$ cat src/blfm_cfg.svh
// Timing counts and constants for the boost LED fault manager.
`ifndef BLFM_CFG_SVH
`define BLFM_CFG_SVH
`define BLFM_CLK_HZ 10000000
`define BLFM_OCP_SHUT_NS 3000
`define BLFM_OCP_SHUT_CYC ((`BLFM_OCP_SHUT_NS * (`BLFM_CLK_HZ / 1000000)) / 1000)
`define BLFM_UVLO_FILT_NS 50000
`define BLFM_UVLO_FILT_CYC ((`BLFM_UVLO_FILT_NS * (`BLFM_CLK_HZ / 1000000) + 999) / 1000)
`define BLFM_RESET_LOW_US 16000
`define BLFM_RESET_LOW_CYC (`BLFM_RESET_LOW_US * (`BLFM_CLK_HZ / 1000000))
`define BLFM_STARTUP_MASK_CYC 1000
`endif

$ cat src/blfm_pkg.sv
// Types for the boost LED fault manager.
package blfm_pkg;
  typedef enum logic [1:0] {
    BLFM_OFF = 2'b00,
    BLFM_START = 2'b01,
    BLFM_RUN = 2'b11,
    BLFM_LATCHED = 2'b10
  } blfm_state_e;
endpackage

$ cat src/blfm_low_timer.sv
// Counter that reports when a level has been low for a full interval.
`timescale 1ns/1ps
module blfm_low_timer #(
  parameter int COUNT = 16
) (
  // Clock and reset
  input wire logic clk_sys,
  input wire logic rstn,
  // Watched level
  input wire logic level_in,
  // Interval reached
  output logic expired
);
  localparam int W = $clog2(COUNT + 1);
  localparam logic [W-1:0] LAST = W'(COUNT);
  logic [W-1:0] cnt_reg;
  wire at_end = (cnt_reg == LAST);
  // The count restarts whenever the level is high and saturates at the end.
  always_ff @(posedge clk_sys or negedge rstn)
  begin
    if (!rstn)
      cnt_reg <= '0;
    else if (level_in)
      cnt_reg <= '0;
    else if (!at_end)
      cnt_reg <= cnt_reg + W'(1);
  end
  assign expired = at_end && !level_in;
endmodule

$ cat src/blfm_core.sv
// Fault supervision core driving boost gate, disconnect gate, sinks and fault pin.
// Operation
// A secondary switch current trip shuts the device down at once and latches it off.
// An input overcurrent trip completes shutdown well within three microseconds.
// An input overcurrent trip raises the fault indication and latches off until a valid reset.
// An input overcurrent trip drops the disconnect gate immediately, also during startup.
// Operation is enabled above the rising undervoltage level and disabled after 50 us below.
// Selected checks are masked during startup to avoid false fault detection; here no check is masked, the window only delays the move to run.
// A cycle current limit ends the present boost on-time and the next cycle runs normally.
// A cycle current limit blanks the boost for one cycle only, with no fault flag.
// A secondary trip turns off disconnect, sinks and boost, sets the flag, cleared by 16 ms low.
// An input disconnect limit turns all off, sets the flag, cleared by 16 ms enable low.
// An LED pin short at first dimming high halts soft-start with flag set and disconnect on.
// The open-drain fault output is pulled low whenever the fault flag is set.
// An undervoltage lockout clears all latched faults and turns everything off.
// The latch reset counts the low interval on the clock and restarts on enable high.
`timescale 1ns/1ps
`include "blfm_cfg.svh"
module blfm_core #(
  parameter int RESET_LOW_CYC = `BLFM_RESET_LOW_CYC,
  parameter int UVLO_FILT_CYC = `BLFM_UVLO_FILT_CYC,
  parameter int STARTUP_MASK_CYC = `BLFM_STARTUP_MASK_CYC,
  parameter int LED_N = 6
) (
  // Clock and reset
  input wire logic clk_sys,
  input wire logic rstn,
  // Comparator inputs
  input wire logic above_rise_level,
  input wire logic below_fall_level,
  input wire logic cycle_limit_trip,
  input wire logic secondary_trip,
  input wire logic input_overcurrent_trip,
  input wire logic [LED_N-1:0] led_short_gnd,
  // Control inputs
  input wire logic en_pwm,
  input wire logic cycle_start,
  input wire logic softstart_done,
  // Power stage controls
  output logic boost_gate_en,
  output logic disconnect_gate_en,
  output logic sink_en,
  output logic softstart_run,
  // Fault pin, open drain
  output logic fault_out,
  output logic fault_oe_n,
  output logic fault_flag
);
  localparam int UW = $clog2(UVLO_FILT_CYC + 1);
  localparam int MW = $clog2(STARTUP_MASK_CYC + 1);
  localparam logic [UW-1:0] ULAST = UW'(UVLO_FILT_CYC);
  localparam logic [MW-1:0] MLAST = MW'(STARTUP_MASK_CYC);

  blfm_pkg::blfm_state_e state_reg, state_next;
  logic enabled_reg;
  logic [UW-1:0] ucnt_reg;
  logic [MW-1:0] mcnt_reg;
  logic blank_reg;
  logic en_d_reg;
  logic short_reg;
  logic boost_reg, disc_reg, sink_reg, ss_reg, flag_reg, oe_n_reg;
  logic release_low;

  // State decodes shared by the sequencer and the output logic.
  function automatic logic state_is_start(input blfm_pkg::blfm_state_e s);
    state_is_start = (s == blfm_pkg::BLFM_START);
  endfunction

  function automatic logic state_is_live(input blfm_pkg::blfm_state_e s);
    state_is_live = (s == blfm_pkg::BLFM_START) || (s == blfm_pkg::BLFM_RUN);
  endfunction

  // Low interval counter for clearing latched faults.
  blfm_low_timer #(
    .COUNT(RESET_LOW_CYC)
  ) u_low_timer (
    .clk_sys(clk_sys),
    .rstn(rstn),
    .level_in(en_pwm),
    .expired(release_low)
  );

  wire uvlo_hit = below_fall_level && (ucnt_reg == ULAST);
  wire mask_done = (mcnt_reg == MLAST);
  wire latch_trip = secondary_trip || input_overcurrent_trip;
  wire en_rise = en_pwm && !en_d_reg;
  wire any_short = |led_short_gnd;
  wire start_check = state_is_start(state_reg);
  wire short_active = start_check ? (en_rise ? any_short : (short_reg && any_short)) : 1'b0;
  wire live = state_is_live(state_reg);

  // Input glitch filter: disable only after the input stays low long enough.
  always_ff @(posedge clk_sys or negedge rstn)
  begin
    if (!rstn)
      ucnt_reg <= '0;
    else if (!below_fall_level)
      ucnt_reg <= '0;
    else if (ucnt_reg != ULAST)
      ucnt_reg <= ucnt_reg + UW'(1);
  end

  always_ff @(posedge clk_sys or negedge rstn)
  begin
    if (!rstn)
      enabled_reg <= 1'b0;
    else if (uvlo_hit)
      enabled_reg <= 1'b0;
    else if (above_rise_level)
      enabled_reg <= 1'b1;
  end

  // Startup mask window; the cycle limit and latched trips are never masked.
  always_ff @(posedge clk_sys or negedge rstn)
  begin
    if (!rstn)
      mcnt_reg <= '0;
    else if (state_reg != blfm_pkg::BLFM_START)
      mcnt_reg <= '0;
    else if (!mask_done)
      mcnt_reg <= mcnt_reg + MW'(1);
  end

  always_ff @(posedge clk_sys or negedge rstn)
  begin
    if (!rstn)
      en_d_reg <= 1'b0;
    else
      en_d_reg <= en_pwm;
  end

  // A short found at the first high of dimming holds until it clears.
  always_ff @(posedge clk_sys or negedge rstn)
  begin
    if (!rstn)
      short_reg <= 1'b0;
    else
      short_reg <= short_active;
  end

  // The cycle blank lasts until the next cycle start, so only one cycle is lost.
  always_ff @(posedge clk_sys or negedge rstn)
  begin
    if (!rstn)
      blank_reg <= 1'b0;
    else if (cycle_limit_trip)
      blank_reg <= 1'b1;
    else if (cycle_start)
      blank_reg <= 1'b0;
  end

  always_comb
  begin
    state_next = state_reg;
    case (state_reg)
      blfm_pkg::BLFM_OFF:
        if (enabled_reg && en_pwm && !uvlo_hit)
          state_next = blfm_pkg::BLFM_START;
      blfm_pkg::BLFM_START:
        if (uvlo_hit || !enabled_reg)
          state_next = blfm_pkg::BLFM_OFF;
        else if (latch_trip)
          state_next = blfm_pkg::BLFM_LATCHED;
        else if (softstart_done && mask_done && !short_active)
          state_next = blfm_pkg::BLFM_RUN;
        else if (release_low)
          state_next = blfm_pkg::BLFM_OFF;
      blfm_pkg::BLFM_RUN:
        if (uvlo_hit || !enabled_reg)
          state_next = blfm_pkg::BLFM_OFF;
        else if (latch_trip)
          state_next = blfm_pkg::BLFM_LATCHED;
        else if (release_low)
          state_next = blfm_pkg::BLFM_OFF;
      blfm_pkg::BLFM_LATCHED:
        if (uvlo_hit || release_low)
          state_next = blfm_pkg::BLFM_OFF;
      default:
        state_next = blfm_pkg::BLFM_OFF;
    endcase
  end

  always_ff @(posedge clk_sys or negedge rstn)
  begin
    if (!rstn)
      state_reg <= blfm_pkg::BLFM_OFF;
    else
      state_reg <= state_next;
  end

  // The trip inputs also gate the outputs in the same cycle they arrive, so the
  // outputs drop at the first edge after a trip, well within the shutdown budget.
  wire stay_live = live && (state_next != blfm_pkg::BLFM_OFF) && !latch_trip;
  wire boost_next = stay_live && (state_next == state_reg || state_next == blfm_pkg::BLFM_RUN)
                    && !short_active && !cycle_limit_trip && !blank_reg;
  wire disc_next = stay_live;
  wire sink_next = stay_live && !short_active;
  wire ss_next = stay_live && state_is_start(state_reg) && !short_active;
  wire flag_next = (state_next == blfm_pkg::BLFM_LATCHED) || short_active;

  // Each power stage control has its own register so that all of them fall on
  // the same edge as the trip that caused the shutdown.
  always_ff @(posedge clk_sys or negedge rstn)
  begin
    if (!rstn)
      boost_reg <= 1'b0;
    else
      boost_reg <= boost_next;
  end

  always_ff @(posedge clk_sys or negedge rstn)
  begin
    if (!rstn)
      disc_reg <= 1'b0;
    else
      disc_reg <= disc_next;
  end

  always_ff @(posedge clk_sys or negedge rstn)
  begin
    if (!rstn)
      sink_reg <= 1'b0;
    else
      sink_reg <= sink_next;
  end

  always_ff @(posedge clk_sys or negedge rstn)
  begin
    if (!rstn)
      ss_reg <= 1'b0;
    else
      ss_reg <= ss_next;
  end

  always_ff @(posedge clk_sys or negedge rstn)
  begin
    if (!rstn)
      flag_reg <= 1'b0;
    else
      flag_reg <= flag_next;
  end

  // The pin enable is built from the same next value as the flag, so the pin
  // and the flag can never disagree for a cycle.
  always_ff @(posedge clk_sys or negedge rstn)
  begin
    if (!rstn)
      oe_n_reg <= 1'b1;
    else
      oe_n_reg <= !flag_next;
  end

  assign boost_gate_en = boost_reg;
  assign disconnect_gate_en = disc_reg;
  assign sink_en = sink_reg;
  assign softstart_run = ss_reg;
  assign fault_flag = flag_reg;
  assign fault_oe_n = oe_n_reg;
  assign fault_out = 1'b0;
endmodule

$ cat config.mk
export PLATFORM = sky130hd
export DESIGN_NAME = blfm_core
export DESIGN_NICKNAME = d
export VERILOG_FILES = /design/src/blfm_pkg.sv /design/src/blfm_low_timer.sv /design/src/blfm_core.sv
export VERILOG_INCLUDE_DIRS = /design/src /design/src/src
export SDC_FILE = /design/constraint.sdc
export NUM_CORES = 1
export LEC_CHECK = 0
export ABC_CLOCK_PERIOD_IN_PS = 2940
export BUFFER_PORTS_ARGS = -buffer_cell sky130_fd_sc_hd__buf_2
export CELL_PAD_IN_SITES_DETAIL_PLACEMENT = 0
export CELL_PAD_IN_SITES_GLOBAL_PLACEMENT = 1
export CORE_MARGIN = 2
export CORE_UTILIZATION = 46
export DETAILED_ROUTE_END_ITERATION = 10
export PLACE_DENSITY_LB_ADDON = 0.1
export SYNTH_ARGS = -nofsm -noshare
export SYNTH_HDL_FRONTEND = slang
export SYNTH_HIERARCHICAL = 1
export SYNTH_SLANG_ARGS = --single-unit
export TNS_END_PERCENT = 20
$ cat constraint.sdc
create_clock -name clk_sys -period 2.94 [get_ports clk_sys]
set_input_delay 0.294 -clock clk_sys [delete_from_list [all_inputs] [get_ports clk_sys]]
set_output_delay 0.294 -clock clk_sys [all_outputs]
set_load 0.005 [all_outputs]
==> results by group <==
Critical path
  • Critical Path Source: u_low_timer/cnt_reg[0]
  • Slowest cell delay on critical path: 480 ps
  • Reg2Reg Launch Point: u_low_timer/cnt_reg[0]
  • Worst path required time: 3110 ps
  • Crit end category: flop
  • Critical Path AT: 2560 ps
  • Worst path cell trace: inv_1, ha_1, nor4bb_1, nand3_1, nor3_1, nand2b_1, nor2_1, o21ai_0, o31ai_1
  • Critical-path top delay cell: nor4bb_1
  • Reg2Reg Depth: 9
  • RR Endpoint: fault_flag
  • Crit Path Max Fanout: 5
  • Worst Setup EP: fault_flag
  • CP startpoint kind: flop
  • Worst R2R Setup Slack: 540 ps
  • Crit Path Class: flop to flop

Placed design
  • Post-DP HPWL: 3.443 mm
  • Global placer's final weighted congestion: 0.8176
  • Number of port buffers: 21
  • Placed instance area: 2696 µm²
  • Pre-CTS setup slack: 595.8 ps

Clocking
  • Clock Latency Late Sink: 290 ps
  • Root Driver: clkbuf_8
  • Post-CTS Setup Inserts: 0
  • Post-cts sizing count: 0
  • Total CTS buffers: 5
  • CTS Sinks: 49
  • Hold_buf cts: 0
  • Clock transition at the registers of the reported paths: 90 ps
  • H-Tree Depth: 2
  • Clock buffer depth: 2
  • CTS tree: built

Global routing
  • Global-route wire length before repair: 8.542 mm
  • GRT Residual Overflow: 0
  • Vias in the first global route: 1,893
  • GRT Overall Usage: 17.28%
  • Initial antenna violation count: 0
  • Largest net degree at the start of global routing: 31

Flow run
  • Max cap viols: 0

Logic synthesis
  • Dominant synthesized flop cell: dfrtp_1
  • Yosys cell types: 46
  • Top cells by count, synth: dfrtp_1 (48), nor2_1 (30), nand3_1 (17), a21oi_1 (16), inv_1 (15)
  • Yosys warns: 6
  • Yosys top cell area share: 47.69%
  • Mapped Nets: 282
  • Asr flop ratio synth: 100.0%
  • Synth area leaders: dfrtp_1 (48%), nor2_1 (4.5%), xnor2_1 (3.8%)
  • Synth area leader: dfrtp_1
  • Synth Instances: 260
  • Post-synth EDFFs: 0
  • Most frequent cell after synthesis: dfrtp_1
  • Mapped Area: 2519 µm²
  • Register bit total from synthesis: 49
  • Mean Syn Cell Area: 9.687 µm²
  • Register area share after synthesis: 48.73%

STA
  • Final hold slack: 29.58 ps
  • Post-route clock period utilization: 81.53%
  • Max Freq: 0.4172 GHz
  • Final WS setup: 543.1 ps
  • Slew @ Worst Pin: 729.2 ps
  • Setup TNS: 0 ps
  • Fin. max-slew vios: 0
  • Count of final hold-check violations: 0
  • Final setup skew: 7.162 ps
  • # setup viols final: 0
  • Min Tclk post-route: 2397 ps
  • RSZ-0062 raised after global routing: false
  • Slew HR: 50.94%

Drt
  • Post-Route WL: 4.750 mm
  • Pre-antenna DRT Iters: 4
  • Drt wl/cell: 13.38 µm
  • DRC viols: 0
  • Via Count: 1,849
  • 1st-iter DRT viols: 50
  • Vias per cell: 5.208
  • Antenna Nets Post-Route: 0

Die
  • Rows: 26
  • Die Span Y: 78.00 µm
  • Initial core utilization: 48.39%
  • Number of top-level pins: 23
  • DIE AREA: 6083 µm²
  • Core box area: 5205 µm²
  • Die X: 78.00 µm

Pwr
  • Pleak: 1.169 nW
  • Peak VDD IR: 0.0002479 V
  • PwrDens: 476.6 nW/µm²

Finish
  • Design area: 2813 µm²
  • Multi-input gate area: 1205 µm²
  • # fillers: 492
  • Layout cells sized above 1: 16.14%
  • Post-layout net count: 306
  • Max reg flops: 18
  • Sequential Area: 1227 µm²
  • Layout area overhead: 11.67%
  • Ant. Diodes: 0

Run status
  • Status: complete, no violations

Hold path
  • HP Class: input pin to async pin
[worst max-delay path, delay by kind of cell, from the launching register on]
| family | cells | cell delay, ps |
|---|---|---|
| adder cells (fa/ha/maj) | 1 | 140 |
| buffers and inverters | 1 | 110 |
| AO/OA/AOI/OAI | 2 | 420 |
| flip-flops | 1 | 430 |
| AND/OR/NAND/NOR | 5 | 1160 |
[cell families (layout without fill, tap and decap cells)]
kind of cell	Yosys count	after routing	share of synthesized area (%)
compound gates	43	43	10.33
xor+xnor	19	19	6.607
fa+ha+maj	6	6	2.981
buf+inv	21	46	3.427
flops	49	49	48.73
mux	3	3	1.242
other cells	1	1	0.1489
simple gates	118	118	26.53
[report_power, final]
part	internal, mW	switching [mW]	leakage (nW)
clock network	0.278	0.216	0.0585
registers	0.704	0.0206	0.656
logic	0.0545	0.0675	0.455
[cells in the final DEF, fill, tap and decap left out, drive strengths merged, types with 2 or more instances in the layout]
cell and n:
a21oi 16, nand3 19, nor3 11, nor2b 5, nor4bb 2, mux2i 2
or3 10, a21o 2, xor2 8, dfrtp 48, nand2 10, ha 6
nand4 6, xnor2 11, o21ai 13, clkbuf 7, buf 23, inv 15
nand2b 4, nor4 7, and3 5, nor3b 4, a31oi 4, nor2 30
[worst min-delay path by stage]
stage / start / to / slack (ps) / cells after the start
after global placement: rstn / en_d_reg / 380 / 1
after global routing: rstn / mcnt_reg[3] / 80 / 1
after detailed placement: rstn / short_reg / 370 / 1
final: rstn / u_low_timer/cnt_reg[0] / 30 / 1
after floorplan: rstn / blank_reg / -2 / 0
after CTS: rstn / mcnt_reg[3] / 50 / 1
[metal layers]
| metal | vias to the layer above | part of all wire [%] | routed length [µm] | GRT usage (%) |
|---|---|---|---|---|
| li1 | 958 | - | - | - |
| met1 | 865 | 52 | 2448 | 23.74 |
| met2 | 24 | 45 | 2148 | 28.28 |
| met3 | 2 | 2.7 | 128 | 2.558 |
| met4 | 0 | 0.53 | 25 | 5.439 |
| met5 | - | 0 | 0 | 0 |
[cell type report]
class / instances / share of cell area (%)
Clock buffer: 7 / 3.069
Clock inverter: 1 / 1.068
Inverter: 15 / 2.002
Multi-Input combinational cell: 190 / 42.84
Sequential cell: 49 / 43.64
Tap cell: 70 / 3.114
Timing Repair Buffer: 23 / 4.270
[per-stage QoR]
stage / utilization, % / std cells / total power [mW]
global placement: 51.80 / 347 / 0.8616
detailed placement: 51.80 / 347 / 0.8624
floorplan: - / 260 / 0.8080
CTS: 54.04 / 355 / 1.357
finish: 54.04 / 355 / 1.341
global route: 54.04 / 355 / 1.405
Power figures use the tool's default switching activity.
